### config.mk
export PLATFORM = sky130hd
export DESIGN_NAME = ssp_top
export DESIGN_NICKNAME = d
export VERILOG_FILES = /design/src/ssp_pkg.sv /design/src/ssp_sync.sv /design/src/ssp_baud.sv /design/src/ssp_top.sv
export SDC_FILE = /design/constraint.sdc
export NUM_CORES = 1
export LEC_CHECK = 0
export BUFFER_PORTS_ARGS = -buffer_cell sky130_fd_sc_hd__clkbuf_2
export CORE_ASPECT_RATIO = 1.25
export CORE_UTILIZATION = 60
export DETAILED_ROUTE_END_ITERATION = 16
export PLACE_DENSITY_LB_ADDON = 0.05
export SLEW_MARGIN = 0
export SYNTH_ARGS = -nofsm -noshare
export SYNTH_HDL_FRONTEND = slang
export SYNTH_SLANG_ARGS = --single-unit
export TNS_END_PERCENT = 30
### constraint.sdc
create_clock -name clk_i -period 6.48 [get_ports clk_i]
set_input_delay 0.972 -clock clk_i [delete_from_list [all_inputs] [get_ports clk_i]]
set_output_delay 0.972 -clock clk_i [all_outputs]
set_load 0.02 [all_outputs]
### src/ssp_pkg.sv
// Constants shared by the synchronous serial shift port.
package ssp_pkg;

    // ------------------------------------------------------------------
    // Register byte offsets
    // ------------------------------------------------------------------
    localparam logic [4:0] OFS_MODE_A   = 5'h00;
    localparam logic [4:0] OFS_MODE_B   = 5'h04;
    localparam logic [4:0] OFS_STATUS   = 5'h08;
    localparam logic [4:0] OFS_TX_BUF   = 5'h0C;
    localparam logic [4:0] OFS_RX_BUF   = 5'h10;
    localparam logic [4:0] OFS_BAUD_DIV = 5'h14;

    // ------------------------------------------------------------------
    // Mode control a fields
    // ------------------------------------------------------------------
    localparam int BIT_ORDER_POS  = 7;
    localparam int CHAR_LEN_HI    = 3;
    localparam int CHAR_LEN_LO    = 2;
    localparam int CLK_SOURCE_POS = 1;
    localparam int SYNC_MODE_POS  = 0;

    // ------------------------------------------------------------------
    // Mode control b fields
    // ------------------------------------------------------------------
    localparam int CLK_OUT_EN_POS  = 7;
    localparam int DATA_OUT_EN_POS = 6;
    localparam int ERR_CLEAR_POS   = 5;
    localparam int RX_EN_POS       = 4;
    localparam int TX_EN_POS       = 3;
    localparam int RX_IRQ_EN_POS   = 2;
    localparam int TC_IRQ_EN_POS   = 1;
    localparam int TE_IRQ_EN_POS   = 0;

    // ------------------------------------------------------------------
    // Status fields
    // ------------------------------------------------------------------
    localparam int OVERRUN_POS  = 4;
    localparam int RX_FULL_POS  = 2;
    localparam int TX_DONE_POS  = 1;
    localparam int TX_EMPTY_POS = 0;

    // ------------------------------------------------------------------
    // Reset values and timing
    // ------------------------------------------------------------------
    localparam logic [7:0]  MODE_A_RST   = 8'h00;
    localparam logic [7:0]  MODE_B_RST   = 8'h00;
    localparam logic [15:0] BAUD_DIV_RST = 16'h0001;
    localparam logic [3:0]  CHAR_LEN_MIN = 4'h5;

    typedef enum logic [1:0] {
        SSP_TX_IDLE,
        SSP_TX_WAIT,
        SSP_TX_SHIFT
    } ssp_tx_state_t;

endpackage

### src/ssp_sync.sv
// Two flip-flop synchroniser for pin inputs.
`timescale 1ns/1ps
module ssp_sync #(
    parameter int WIDTH = 1
) (
    // Clock and reset
    input  wire logic             clk_i,
    input  wire logic             resetn_i,
    input  wire logic             ce_i,
    // Data
    input  wire logic [WIDTH-1:0] async_i,
    output logic      [WIDTH-1:0] sync_o
);

    logic [WIDTH-1:0] meta_q;
    logic [WIDTH-1:0] sync_q;

    always_ff @(posedge clk_i or negedge resetn_i) begin
        if (!resetn_i) begin
            meta_q <= '1;
            sync_q <= '1;
        end else if (ce_i) begin
            meta_q <= async_i;
            sync_q <= meta_q;
        end
    end

    assign sync_o = sync_q;

endmodule // ssp_sync

### src/ssp_baud.sv
// Dedicated baud tick generator for the internal shift clock.
`timescale 1ns/1ps
module ssp_baud #(
    parameter int DIV_W = 16
) (
    // Clock and reset
    input  wire logic             clk_i,
    input  wire logic             resetn_i,
    input  wire logic             ce_i,
    // Control
    input  wire logic             run_i,
    input  wire logic [DIV_W-1:0] divisor_i,
    // Tick out
    output logic                  tick_o
);

    logic [DIV_W-1:0] cnt_q;
    logic [DIV_W-1:0] cnt_d;
    logic             tick_q;
    logic             tick_d;

    // A zero divisor behaves as one so the tick never stops while running.
    always_comb begin
        cnt_d  = cnt_q;
        tick_d = 1'b0;
        if (!run_i) begin
            cnt_d = '0;
        end else if (cnt_q + 1'b1 >= divisor_i) begin
            cnt_d  = '0;
            tick_d = 1'b1;
        end else begin
            cnt_d = cnt_q + 1'b1;
        end
    end

    always_ff @(posedge clk_i or negedge resetn_i) begin
        if (!resetn_i) begin
            cnt_q  <= '0;
            tick_q <= 1'b0;
        end else if (ce_i) begin
            cnt_q  <= cnt_d;
            tick_q <= tick_d;
        end
    end

    assign tick_o = tick_q;

endmodule // ssp_baud

### src/ssp_top.sv
// Synchronous serial shift port with Avalon-MM register access.
`timescale 1ns/1ps
module ssp_top
    import ssp_pkg::*;
#(
    parameter int DIV_W = 16
) (
    // Clock, reset and enable
    input  wire logic        clk_i,
    input  wire logic        resetn_i,
    input  wire logic        ce_i,
    // Avalon-MM slave
    input  wire logic [4:0]  avs_address_i,
    input  wire logic        avs_read_i,
    input  wire logic        avs_write_i,
    input  wire logic [31:0] avs_writedata_i,
    output logic      [31:0] avs_readdata_o,
    output logic             avs_waitrequest_o,
    // Serial pins
    input  wire logic        serial_clock_pin_i,
    output logic             serial_clock_pin_o,
    output logic             serial_clock_pin_oe_o,
    input  wire logic        serial_in_pin_i,
    output logic             serial_out_pin_o,
    output logic             serial_out_pin_oe_o,
    // Interrupt requests
    output logic             rx_irq_o,
    output logic             tx_irq_o
);

    // ------------------------------------------------------------------
    // Helpers
    // ------------------------------------------------------------------
    function automatic logic [2:0] bit_index(input logic [3:0] cnt,
                                             input logic [3:0] len,
                                             input logic       msb_first);
        logic [3:0] idx;
        idx = msb_first ? (len - 4'h1 - cnt) : cnt;
        return idx[2:0];
    endfunction

    // ------------------------------------------------------------------
    // Declarations
    // ------------------------------------------------------------------
    logic [7:0]       mode_a_q, mode_a_d;
    logic [7:0]       mode_b_q, mode_b_d;
    logic [DIV_W-1:0] baud_q, baud_d;
    logic [7:0]       tx_buf_q, tx_buf_d;
    logic [7:0]       rx_buf_q, rx_buf_d;
    logic             tx_empty_q, tx_empty_d;
    logic             tx_done_q, tx_done_d;
    logic             rx_full_q, rx_full_d;
    logic             overrun_q, overrun_d;
    logic             ack_q, ack_d;
    logic [31:0]      rdata_q, rdata_d;
    ssp_tx_state_t    tx_st_q, tx_st_d;
    logic [7:0]       tx_sh_q, tx_sh_d;
    logic [3:0]       tx_cnt_q, tx_cnt_d;
    logic             out_q, out_d;
    logic             sclk_q, sclk_d;
    logic [7:0]       rx_sh_q, rx_sh_d;
    logic [3:0]       rx_cnt_q, rx_cnt_d;
    logic             ext_prev_q, ext_prev_d;
    logic             ext_clk, ser_in, tick;
    logic             accept, wr_tx, rd_rx, tx_load, tx_finish, rx_done;
    logic             sync_on, ext_sel, msb_first, rise_ev, fall_ev;
    logic [3:0]       char_len;
    logic [7:0]       len_mask;

    // ------------------------------------------------------------------
    // Pin synchronisers and baud generator
    // ------------------------------------------------------------------
    ssp_sync #(.WIDTH(2)) u_sync (
        .clk_i    (clk_i),
        .resetn_i (resetn_i),
        .ce_i     (ce_i),
        .async_i  ({serial_clock_pin_i, serial_in_pin_i}),
        .sync_o   ({ext_clk, ser_in})
    );

    ssp_baud #(.DIV_W(DIV_W)) u_baud (
        .clk_i     (clk_i),
        .resetn_i  (resetn_i),
        .ce_i      (ce_i),
        .run_i     (sync_on && !ext_sel),
        .divisor_i (baud_q),
        .tick_o    (tick)
    );

    // ------------------------------------------------------------------
    // Mode decode and shift clock edges
    // ------------------------------------------------------------------
    assign sync_on   = mode_a_q[SYNC_MODE_POS];
    assign ext_sel   = mode_a_q[CLK_SOURCE_POS];
    assign msb_first = mode_a_q[BIT_ORDER_POS];
    assign char_len  = CHAR_LEN_MIN
                     + {2'b00, mode_a_q[CHAR_LEN_HI:CHAR_LEN_LO]};
    assign len_mask  = 8'hFF >> (4'h8 - char_len);

    // External edges come from the second flop and a delayed copy of it.
    // Internal edges: one baud tick toggles the clock, so it runs at half
    // the tick rate, and only while the transmitter has work.
    always_comb begin
        rise_ev = 1'b0;
        fall_ev = 1'b0;
        if (sync_on) begin
            if (ext_sel) begin
                rise_ev = ext_clk && !ext_prev_q;
                fall_ev = !ext_clk && ext_prev_q;
            end else begin
                rise_ev = tick && !sclk_q;
                fall_ev = tick && sclk_q
                        && (tx_st_q != SSP_TX_IDLE);
            end
        end
    end

    // ------------------------------------------------------------------
    // Bus slave and registers
    // ------------------------------------------------------------------
    // Every access waits one cycle so the read data come from a flop.
    assign avs_waitrequest_o = (avs_read_i || avs_write_i) && !ack_q;
    assign accept = (avs_read_i || avs_write_i) && ack_q;
    assign wr_tx  = accept && avs_write_i && avs_address_i == OFS_TX_BUF;
    assign rd_rx  = accept && avs_read_i && avs_address_i == OFS_RX_BUF;

    always_comb begin
        ack_d      = (avs_read_i || avs_write_i) && !ack_q;
        rdata_d    = rdata_q;
        mode_a_d   = mode_a_q;
        mode_b_d   = mode_b_q;
        baud_d     = baud_q;
        tx_buf_d   = tx_buf_q;
        rx_buf_d   = rx_buf_q;
        tx_empty_d = tx_empty_q;
        tx_done_d  = tx_done_q;
        rx_full_d  = rx_full_q;
        overrun_d  = overrun_q;
        if (avs_read_i && !ack_q) begin
            rdata_d = 32'h0;
            if (avs_address_i == OFS_MODE_A) begin
                rdata_d[7:0] = mode_a_q;
            end else if (avs_address_i == OFS_MODE_B) begin
                rdata_d[7:0] = mode_b_q | (8'h01 << ERR_CLEAR_POS);
            end else if (avs_address_i == OFS_STATUS) begin
                rdata_d[OVERRUN_POS]  = overrun_q;
                rdata_d[RX_FULL_POS]  = rx_full_q;
                rdata_d[TX_DONE_POS]  = tx_done_q;
                rdata_d[TX_EMPTY_POS] = tx_empty_q;
            end else if (avs_address_i == OFS_RX_BUF) begin
                rdata_d[7:0] = rx_buf_q;
            end else if (avs_address_i == OFS_BAUD_DIV) begin
                rdata_d[DIV_W-1:0] = baud_q;
            end
        end
        if (accept && avs_write_i) begin
            if (avs_address_i == OFS_MODE_A) begin
                mode_a_d = avs_writedata_i[7:0];
            end else if (avs_address_i == OFS_MODE_B) begin
                mode_b_d = avs_writedata_i[7:0];
                if (!avs_writedata_i[ERR_CLEAR_POS]) begin
                    overrun_d = 1'b0;
                end
            end else if (avs_address_i == OFS_TX_BUF) begin
                tx_buf_d = avs_writedata_i[7:0];
            end else if (avs_address_i == OFS_BAUD_DIV) begin
                baud_d = avs_writedata_i[DIV_W-1:0];
            end
        end
        if (wr_tx) begin
            tx_empty_d = 1'b0;
            tx_done_d  = 1'b0;
        end
        if (rd_rx) begin
            rx_full_d = 1'b0;
        end
        // Hardware sets come last so they win over software clears.
        if (tx_load) begin
            tx_empty_d = 1'b1;
        end
        if (tx_finish && !tx_load) begin
            tx_done_d = 1'b1;
        end
        if (rx_done) begin
            if (rx_full_q) begin
                overrun_d = 1'b1;
            end else begin
                rx_buf_d  = rx_sh_d & len_mask;
                rx_full_d = 1'b1;
            end
        end
    end

    always_ff @(posedge clk_i or negedge resetn_i) begin
        if (!resetn_i) begin
            ack_q      <= 1'b0;
            rdata_q    <= 32'h0;
            mode_a_q   <= MODE_A_RST;
            mode_b_q   <= MODE_B_RST;
            baud_q     <= DIV_W'(BAUD_DIV_RST);
            tx_buf_q   <= 8'h00;
            rx_buf_q   <= 8'h00;
            tx_empty_q <= 1'b1;
            tx_done_q  <= 1'b0;
            rx_full_q  <= 1'b0;
            overrun_q  <= 1'b0;
        end else if (ce_i) begin
            ack_q      <= ack_d;
            rdata_q    <= rdata_d;
            mode_a_q   <= mode_a_d;
            mode_b_q   <= mode_b_d;
            baud_q     <= baud_d;
            tx_buf_q   <= tx_buf_d;
            rx_buf_q   <= rx_buf_d;
            tx_empty_q <= tx_empty_d;
            tx_done_q  <= tx_done_d;
            rx_full_q  <= rx_full_d;
            overrun_q  <= overrun_d;
        end
    end

    assign avs_readdata_o = rdata_q;

    // ------------------------------------------------------------------
    // Transmitter and internal clock
    // ------------------------------------------------------------------
    // Either order of enable and buffer write meets in this one condition.
    assign tx_load = sync_on && mode_b_q[TX_EN_POS] && !tx_empty_q
                   && (tx_st_q == SSP_TX_IDLE
                       || (tx_st_q == SSP_TX_SHIFT && tx_finish));
    assign tx_finish = tx_st_q == SSP_TX_SHIFT && rise_ev
                     && tx_cnt_q == char_len;

    always_comb begin
        tx_st_d    = tx_st_q;
        tx_sh_d    = tx_sh_q;
        tx_cnt_d   = tx_cnt_q;
        out_d      = out_q;
        ext_prev_d = ext_clk;
        sclk_d     = sclk_q;
        if (!ext_sel && (rise_ev || fall_ev)) begin
            sclk_d = !sclk_q;
        end
        if (!sync_on) begin
            tx_st_d = SSP_TX_IDLE;
            sclk_d  = 1'b1;
        end else begin
            case (tx_st_q)
                SSP_TX_IDLE: begin
                    if (tx_load) begin
                        tx_st_d  = SSP_TX_WAIT;
                        tx_sh_d  = tx_buf_q;
                        tx_cnt_d = 4'h0;
                    end
                end
                SSP_TX_WAIT: begin
                    if (fall_ev) begin
                        out_d    = tx_sh_q[bit_index(4'h0, char_len,
                                                     msb_first)];
                        tx_cnt_d = 4'h1;
                        tx_st_d  = SSP_TX_SHIFT;
                    end
                end
                SSP_TX_SHIFT: begin
                    if (tx_finish) begin
                        tx_st_d = tx_load ? SSP_TX_WAIT
                                          : SSP_TX_IDLE;
                        if (tx_load) begin
                            tx_sh_d  = tx_buf_q;
                            tx_cnt_d = 4'h0;
                        end
                    end else if (fall_ev) begin
                        out_d    = tx_sh_q[bit_index(tx_cnt_q, char_len,
                                                     msb_first)];
                        tx_cnt_d = tx_cnt_q + 4'h1;
                    end
                end
                default: begin
                    tx_st_d = SSP_TX_IDLE;
                end
            endcase
        end
    end

    always_ff @(posedge clk_i or negedge resetn_i) begin
        if (!resetn_i) begin
            tx_st_q    <= SSP_TX_IDLE;
            tx_sh_q    <= 8'h00;
            tx_cnt_q   <= 4'h0;
            out_q      <= 1'b1;
            sclk_q     <= 1'b1;
            ext_prev_q <= 1'b1;
        end else if (ce_i) begin
            tx_st_q    <= tx_st_d;
            tx_sh_q    <= tx_sh_d;
            tx_cnt_q   <= tx_cnt_d;
            out_q      <= out_d;
            sclk_q     <= sclk_d;
            ext_prev_q <= ext_prev_d;
        end
    end

    // ------------------------------------------------------------------
    // Receiver
    // ------------------------------------------------------------------
    // With the internal clock the receiver only sees rising edges while the
    // transmitter clocks, so a halted transmitter freezes it mid-character.
    assign rx_done = sync_on && mode_b_q[RX_EN_POS] && rise_ev
                   && rx_cnt_q + 4'h1 == char_len;

    always_comb begin
        rx_sh_d  = rx_sh_q;
        rx_cnt_d = rx_cnt_q;
        if (!sync_on || !mode_b_q[RX_EN_POS]) begin
            rx_cnt_d = 4'h0;
        end else if (rise_ev) begin
            rx_sh_d[bit_index(rx_cnt_q, char_len, msb_first)] = ser_in;
            rx_cnt_d = rx_done ? 4'h0 : rx_cnt_q + 4'h1;
        end
    end

    // The completing bit is written into the shift register in the same
    // cycle as the buffer copy, so the copy takes it from the next value.
    always_ff @(posedge clk_i or negedge resetn_i) begin
        if (!resetn_i) begin
            rx_sh_q  <= 8'h00;
            rx_cnt_q <= 4'h0;
        end else if (ce_i) begin
            rx_sh_q  <= rx_sh_d;
            rx_cnt_q <= rx_cnt_d;
        end
    end

    // ------------------------------------------------------------------
    // Pins and interrupts
    // ------------------------------------------------------------------
    assign serial_clock_pin_o    = sclk_q;
    assign serial_clock_pin_oe_o = sync_on && !ext_sel
                                 && mode_b_q[CLK_OUT_EN_POS];
    assign serial_out_pin_o      = out_q;
    assign serial_out_pin_oe_o   = mode_b_q[DATA_OUT_EN_POS];
    assign rx_irq_o = mode_b_q[RX_IRQ_EN_POS] && rx_full_q;
    assign tx_irq_o = (mode_b_q[TE_IRQ_EN_POS] && tx_empty_q)
                    || (mode_b_q[TC_IRQ_EN_POS] && tx_done_q);

endmodule // ssp_top

==> impl_metrics.tcl, run 1 <==
set metrics [dict create \
    outcome "finished clean" \
    place_hpwl_um 10600 \
    tightest_slew_ns 1.06 \
    synthToLayoutAreaGrowth_pct 13.6 \
    synth_ff_type "dfrtp_1" \
    io_buffer_count 50 \
    skew_ns 0.00779 \
    rsz0062_at_grt "false" \
    start_util_pct 61.9 \
    worstPathRequired_ns 6.82 \
    synth_enable_flop_cells 0 \
    grt_max_degree 62 \
    antenna_found_initial 0 \
    design_area_sq_mm 0.00746 \
    cts_root_buf "clkbuf_16" \
    max_freq_ghz 0.268 \
    critPathKind "register to register" \
    grt_pass1_wl_um 25000 \
    synth_cells 607 \
    avgSynthCellArea_sq_um 10.8 \
    die_x_um 95.6 \
    end_kind "register" \
    antenna_cells 0 \
    ant_nets 0 \
    timing.final.crit_share_pct 57.6 \
    clkTransAtPathRegs_ns 0.06 \
    place_congestion 0.847 \
    synth-seq-cells 118 \
    grt_pass1_vias 4918 \
    start_kind "register" \
    whs_ns 0.488 \
    fillers 777 \
    drc_errors 0 \
    layout.nets 729 \
    drv_cap 0 \
    relSlewSlack_pct 29.3 \
    yosys_warnings 0 \
    p_per_area_mw_per_mm2 272 \
    drtIter0Drc 305 \
    final-seq-area_sq_mm 0.00296 \
    synth.distinct_cells 75 \
    pin_count 83 \
    synth_area_sq_mm 0.00657 \
    wire_per_inst_um 19.0 \
    die-area_sq_mm 0.0114 \
    final_cell_mix "109 x dfrtp_1, 69 x nand2_1, 49 x mux2_2, 49 x clkbuf_2, 38 x o21ai_0" \
    clock_path_buffers 2 \
    numCtsBuffers 17 \
    htree_levels 4 \
    hold_violations 0 \
    final.setup.tns_ns 0 \
    postCtsResizedCells 0 \
    rows 42 \
    hold_path_class "register to register" \
    arrival_ns 4.07 \
    layout-drive-gt1-share_pct 24.9 \
    cts_tree "done" \
    wl_um 15200 \
    multi_input_area_sq_mm 0.00331 \
    vias 4939 \
    peakVddDrop_uv 199 \
    cts.sinks 118 \
    ys_seq_area_share_pct 45.1 \
    cts_setup_buffers 0 \
    ctsHoldBuffers 0 \
    fin_crit_ns 3.73 \
    die_h_um 119 \
    report.final.setup_viol 0 \
    placed_area_sq_mm 0.00685 \
    synthArstFlopShare_pct 100 \
    via_per_inst 6.18 \
    layout.cells.most_common "dfrtp_1" \
    grt.overflow.total 0 \
    cp_max_fo 12 \
    insertion_delay_ns 0.41 \
    grt_use_total_pct 29.0 \
    core-area_sq_mm 0.0106 \
    leakagePower_nw 3.61 \
    drtPass1Iterations 7 \
    drv_slew 0 \
]
## worst max-delay path, stage by stage, from the launching register on
cell and delay, ns:
dfrtp_1 0.42, nand3_1 0.17, or3_1 0.42, or2_0 0.35
nor2_1 0.17, xnor2_1 0.16, ha_1 0.28, a211oi_1 0.23
nor2_1 0.09, or4_1 0.63, nor2_2 0.50, mux2_2 0.25
## cells in the mapped netlist (5+ instances only)
library cell  number  share of area, %
nand2_1           69               3.9
mux2_1             7               1.2
xor2_1             9               1.2
mux4_2            10               3.4
mux2_2            49               8.4
nand3b_1           5              0.57
nor2_1            22               1.3
a21o_1             5              0.57
nand3_1           17               1.3
buf_4             16               1.8
o21ai_0           38               2.9
dfstp_2            9               3.6
dfrtp_1          109                42
a22o_1            20               2.7
nor3b_1            6              0.69
inv_1             34               1.9
clkbuf_1          17              0.97
ha_1              29               5.5
a21oi_1           11              0.84
nor3_1             8              0.61
xnor2_1           10               1.3
## registers in the layout, summed over array words and instances, names as in the netlist, 4 cells and up
name            flops
avs_readdata_o     16
baud_q             16
u_baud.cnt_q       16
mode_a_q            8
rx_buf_q            8
rx_sh_q             8
tx_buf_q            8
tx_sh_q             8
mode_b_q            7
rx_cnt_q            4
tx_cnt_q            4
## cell families after synthesis
group / Yosys count / share of synthesized area [%]
xor gates and xnor gates: 19 / 2.53
adders and majority gates: 31 / 6.13
AOI/OAI and AO/OA: 124 / 13.2
DFF: 118 / 45.1
buffers and inverters: 74 / 5.33
and+or+nand+nor: 168 / 13.4
other: 1 / 0.0571
muxes: 72 / 14.2
## power breakdown
group          internal (mW)  switching, mW
Combinational         0.0778          0.124
Clock                  0.662          0.330
Sequential             0.790         0.0472
## per-stage QoR
stage | std cells | util [%] | setup slack, ns | power (mW)
final | 799 | 70.3 | 2.75 | 2.03
after global routing | 799 | 70.3 | 2.51 | 2.10
after CTS | 799 | 70.3 | 2.76 | 2.04
after detailed placement | 767 | 64.5 | 2.78 | 1.05
after global placement | 767 | 64.5 | 2.82 | 1.04
after floorplan | 622 | - | 3.28 | 0.975
## area by class of cell
cell class / instances / area share, %
flip-flops and latches: 118 / 39.7
well taps: 132 / 2.21
clock buffers: 23 / 6.27
inverters: 34 / 1.71
multi-input cells: 430 / 44.4
clock inverters: 9 / 2.00
repair buffers: 53 / 3.69
## per-layer routing
layer | GRT usage, % | vias to the layer above | part of all wire (%) | wire [um]
li1 | - | 2260 | - | -
met1 | 37.3 | 2501 | 43 | 6490
met2 | 47.5 | 142 | 51 | 7790
met3 | 5.11 | 36 | 3.3 | 494
met4 | 12.6 | 0 | 2.7 | 417
met5 | 0 | - | 0 | 0
## final timing paths
path	startpoint	endpoint	slack, ns	cells past startpoint
worst max-delay path	u_baud.cnt_q[3]	u_baud.cnt_q[0]	2.75	11
worst min-delay path	baud_q[15]	avs_readdata_o[15]	0.49	1
worst max register to register	u_baud.cnt_q[3]	u_baud.cnt_q[0]	2.75	11
worst min register to register	baud_q[15]	avs_readdata_o[15]	0.49	1
max in group asynchronous	resetn_i	rx_buf_q[1]	4.57	2
min in group asynchronous	resetn_i	rx_buf_q[6]	0.66	1
Note: power is estimated with default switching activity, not from simulation.
==> run 2: changes to the inputs <==
--- a/config.mk
+++ b/config.mk
@@ -7,7 +7,7 @@
 export LEC_CHECK = 0
 export BUFFER_PORTS_ARGS = -buffer_cell sky130_fd_sc_hd__clkbuf_2
 export CORE_ASPECT_RATIO = 1.25
-export CORE_UTILIZATION = 60
+export CORE_UTILIZATION = 53
 export DETAILED_ROUTE_END_ITERATION = 16
 export PLACE_DENSITY_LB_ADDON = 0.05
 export SLEW_MARGIN = 0
==> constraint.sdc (replaced) <==
create_clock -name clk_i -period 3.2 [get_ports clk_i]
set_input_delay 0.48 -clock clk_i [delete_from_list [all_inputs] [get_ports clk_i]]
set_output_delay 0.48 -clock clk_i [all_outputs]
set_load 0.02 [all_outputs]
==> impl_metrics.tcl, run 2 (synthesized netlist as in run 1, its figures left out) <==
set metrics [dict create \
    wl_um 15200 \
    htree_levels 4 \
    p_sw_mw 1.00 \
    antenna_found_initial 0 \
    antenna_cells 0 \
    clock_path_buffers 2 \
    worstPathRequired_ns 3.50 \
    ctsHoldBuffers 0 \
    fin_crit_ns 3.10 \
    via_per_inst 5.71 \
    place_hpwl_um 10900 \
    layout.nets 749 \
    skew_ns 0.00736 \
    layout-drive-gt1-share_pct 29.3 \
    synthToLayoutAreaGrowth_pct 16.7 \
    ant_nets 0 \
    hold_path_class "input port to asynchronous set/reset pin" \
    drv_slew 0 \
    die_x_um 102 \
    p_sw_share_pct 26.0 \
    path_cells "nand3_2 > or3_4 > or2_4 > buf_4 > nor2_1 > xor2_1 > ha_1 > o2111ai_1 > a21oi_1 > o21a_4 > nor2_4 > buf_6 > mux2_2" \
    peakVddDrop_uv 320 \
    drv_cap 0 \
    cts_tree "done" \
    die_h_um 126 \
    critPathSlowestCell "dfrtp_1" \
    internal-power_mw 2.85 \
    report.final.setup_viol 0 \
    cp_max_fo 13 \
    rows 45 \
    pin_count 83 \
    pre_cts_slack_ns -0.0585 \
    clkTransAtPathRegs_ns 0.05 \
    grt_max_degree 71 \
    design_area_sq_mm 0.00767 \
    leakagePower_nw 3.71 \
    grt_pass1_vias 4851 \
    die-area_sq_mm 0.0128 \
    wire_per_inst_um 17.9 \
    arrival_ns 3.40 \
    p_per_area_mw_per_mm2 502 \
    drtPass1Iterations 4 \
    place_congestion 0.867 \
    whs_ns 0.0852 \
    cts_root_buf "clkbuf_16" \
    core-area_sq_mm 0.0121 \
    vias 4851 \
    critPathKind "register to register" \
    grt_pass1_wl_um 25200 \
    numCtsBuffers 17 \
    hold_violations 0 \
    clkPwrFrac_pct 44.6 \
    outcome "finished clean" \
    max_stage_delay_ns 0.38 \
    tightest_slew_ns 0.787 \
    p_comb_share_pct 11.5 \
    end_kind "register" \
    power_frac_seq_pct 43.9 \
    start_util_pct 54.3 \
    max_freq_ghz 0.322 \
    drc_errors 0 \
    drtIter0Drc 245 \
    insertion_delay_ns 0.41 \
    grt_use_total_pct 26.0 \
    placed_area_sq_mm 0.00703 \
    final_cell_mix "109 x dfrtp_1, 69 x nand2_1, 49 x mux2_2, 49 x clkbuf_2, 38 x o21ai_0" \
    final.setup.tns_ns 0 \
    io_buffer_count 50 \
    setup_slack_ns 0.0960 \
    cts.sinks 118 \
    grt.overflow.total 0 \
    relSlewSlack_pct 47.4 \
    timing.final.crit_share_pct 97.0 \
    layout.cells.most_common "dfrtp_1" \
    start_kind "register" \
]
==> run 2: per-stage QoR <==
stage / utilization, % / instances / power [mW]
2_1_floorplan: - / 622 / 1.97
3_3_place_gp: 58.1 / 817 / 2.13
3_5_place_dp: 58.1 / 817 / 2.15
4_1_cts: 62.5 / 847 / 3.88
5_1_grt: 63.3 / 849 / 4.02
6_report: 63.3 / 849 / 3.85
==> run 2: area by class of cell <==
cell class | instances | area, sq um
tap | 164 | 205
inverter | 34 | 128
timing repair buffer | 73 | 445
clock buffer | 19 | 443
clock inverter | 11 | 86.3
sequential | 118 | 2960
multi-input combinational | 430 | 3400
fill | 988 | 4440
==> run 2: critical path, delay by kind of cell (launching register included) <==
kind / cells / cell delay (ns)
AO/OA/AOI/OAI: 3 / 0.58
adder cells (fa/ha/maj): 1 / 0.34
AND/OR/NAND/NOR: 5 / 1.03
buffers and inverters: 2 / 0.29
flip-flops: 1 / 0.38
XOR/XNOR: 1 / 0.11
multiplexers: 1 / 0.25
==> run 2: power by group through the flow <==
| stage | Combinational (mW) | Clock (mW) | Sequential (mW) |
|---|---|---|---|
| global placement | 0.428 | 0 | 1.71 |
| floorplan | 0.287 | 0 | 1.69 |
| CTS | 0.443 | 1.75 | 1.69 |
| detailed placement | 0.438 | 0 | 1.71 |
| global route | 0.495 | 1.83 | 1.70 |
| finish | 0.442 | 1.72 | 1.69 |
==> run 2: metal layers <==
metal  up-vias  global-route usage [%]  share of wire [%]
met5         -                       0                  0
met4         0                    10.7                2.0
met3        20                    5.51                3.6
met2       107                    43.3                 52
met1      2415                    32.8                 42
li1       2309                       -                  -
==> run 2: path summary, 6_finish.rpt <==
path | start | endpoint | slack [ns] | depth (start not counted)
hold / removal | resetn_i | rx_sh_q[4] | 0.09 | 1
min in group clk_i | avs_writedata_i[13] | baud_q[13] | 0.27 | 3
hold reg to reg | avs_readdata_o[6] | avs_readdata_o[6] | 0.48 | 2
setup reg to reg | u_baud.cnt_q[5] | u_baud.cnt_q[0] | 0.1 | 13
setup / recovery | u_baud.cnt_q[5] | u_baud.cnt_q[0] | 0.1 | 13
max in group asynchronous | resetn_i | serial_clock_pin_o | 2.28 | 2
==> run 2: repair_timing <==
action                                  in CTS  in global routing
gates resized for setup                      4                 18
endpoints found under the setup margin      13                 16
buffers inserted                             0                  2
pin swaps                                    0                  1
==> run 3: changes to the inputs <==
--- a/config.mk
+++ b/config.mk
@@ -7,6 +7,7 @@
 export LEC_CHECK = 0
 export BUFFER_PORTS_ARGS = -buffer_cell sky130_fd_sc_hd__clkbuf_2
 export CORE_ASPECT_RATIO = 1.25
+export CORE_MARGIN = 2
 export CORE_UTILIZATION = 53
 export DETAILED_ROUTE_END_ITERATION = 16
 export PLACE_DENSITY_LB_ADDON = 0.05
==> impl_metrics.tcl, run 3 (synthesized netlist as in run 1, its figures left out) <==
set metrics [dict create \
    cts_tree "done" \
    worstPathRequired_ns 3.56 \
    peakVddDrop_uv 373 \
    skew_ns 0.00827 \
    layout.cells.most_common "dfrtp_1" \
    fin_crit_ns 3.10 \
    numCtsBuffers 17 \
    relSlewSlack_pct 51.7 \
    layout-drive-gt1-share_pct 30.7 \
    cts_root_buf "clkbuf_16" \
    critPathSlowestCell "or4_4" \
    drtIter0Drc 316 \
    vias 4920 \
    tightest_slew_ns 0.724 \
    io_buffer_count 50 \
    layout.nets 753 \
    final.setup.tns_ns 0 \
    insertion_delay_ns 0.42 \
    place_congestion 0.869 \
    die_x_um 104 \
    pre_cts_slack_ns -0.0657 \
    ctsHoldBuffers 0 \
    fillers 964 \
    path_buf_inv 1 \
    setup_slack_ns 0.104 \
    pin_count 83 \
    ant_nets 0 \
    drc_errors 0 \
    rows 45 \
    hold_violations 0 \
    final-seq-area_sq_mm 0.00296 \
    final_cells 855 \
    dp.cells 818 \
    final_cell_mix "109 x dfrtp_1, 69 x nand2_1, 49 x mux2_2, 49 x clkbuf_2, 38 x o21ai_0" \
    cts.sinks 118 \
    drtPass1Iterations 4 \
    wl_um 15700 \
    timing.final.crit_share_pct 96.8 \
    die-area_sq_mm 0.0133 \
    synthToLayoutAreaGrowth_pct 18.9 \
    drv_slew 0 \
    critPathKind "register to register" \
    die_h_um 128 \
    antenna_found_initial 0 \
    drv_cap 0 \
    finalPower_mw 4.09 \
    cp_max_fo 6 \
    core-area_sq_mm 0.0121 \
    grt_use_total_pct 25.1 \
    place_hpwl_um 11200 \
    grt_pass1_wl_um 25700 \
    start_kind "register" \
    path_cells "nand3_2 > or3_1 > or2_4 > nor2_4 > xnor2_2 > ha_1 > a211oi_2 > nor2_1 > or4_4 > buf_6 > o311ai_2 > o21a_1" \
    max_stage_delay_ns 0.44 \
    end_kind "register" \
    antenna_cells 0 \
    multi_input_area_sq_mm 0.00342 \
    cp_top_family "simple AND/OR/NAND/NOR gates" \
    clkTransAtPathRegs_ns 0.06 \
    grt.overflow.total 0 \
    report.final.setup_viol 0 \
    hold_path_class "input port to asynchronous set/reset pin" \
    grt_max_degree 55 \
    htree_levels 4 \
    arrival_ns 3.46 \
    max_freq_ghz 0.323 \
    via_per_inst 5.75 \
    wire_per_inst_um 18.3 \
    leakagePower_nw 3.75 \
    clock_path_buffers 2 \
    grt_pass1_vias 4911 \
    outcome "finished clean" \
    start_util_pct 54.3 \
    p_per_area_mw_per_mm2 524 \
]
[run 3: per-layer routing]
metal	wire [um]	vias to the layer above	track usage, %	share of wire (%)
met4	471	0	11.5	3.0
li1	-	2316	-	-
met2	8100	98	43.5	52
met5	0	-	0	0
met3	552	31	4.91	3.5
met1	6540	2475	30.6	42
[run 3: power breakdown]
part | total [mW] | internal (mW) | switching, mW
sequential | 1.69 | 1.60 | 0.0864
combinational | 0.438 | 0.176 | 0.261
clock | 1.97 | 1.28 | 0.690
[run 3: metrics by stage]
stage	hold slack [ns]	utilization [%]	area [sq um]
2_1_floorplan	0.184	-	6630
3_3_place_gp	0.466	58.2	7040
3_5_place_dp	0.480	58.2	7040
4_1_cts	0.139	63.4	7670
5_1_grt	0.167	64.5	7810
6_report	0.127	64.5	7810
[run 3: cell type report]
class / count / share of cell area (%)
Clock buffer: 20 / 5.98
Inverter: 34 / 1.63
Tap cell: 164 / 2.63
Clock inverter: 12 / 1.94
Sequential cell: 118 / 38.0
Multi-Input combinational cell: 430 / 43.8
Timing Repair Buffer: 77 / 6.06
[run 3: worst paths after layout]
path	start	endpoint	slack, ns	depth (start not counted)
setup / recovery	u_baud.cnt_q[4]	u_baud.cnt_q[12]	0.10	12
hold / removal	resetn_i	rx_sh_q[2]	0.13	1
setup reg to reg	u_baud.cnt_q[4]	u_baud.cnt_q[12]	0.10	12
hold reg to reg	avs_readdata_o[7]	avs_readdata_o[7]	0.49	2
max in group asynchronous	resetn_i	baud_q[0]	2.32	2
min in group clk_i	avs_writedata_i[9]	baud_q[9]	0.26	3
[run 3: timing repair]
| action | in CTS | in global routing |
|---|---|---|
| setup endpoints to repair | 11 | 18 |
| cloned | 0 | 1 |
| buffers inserted | 0 | 4 |
| pin swaps | 2 | 2 |
| gates resized for setup | 8 | 19 |
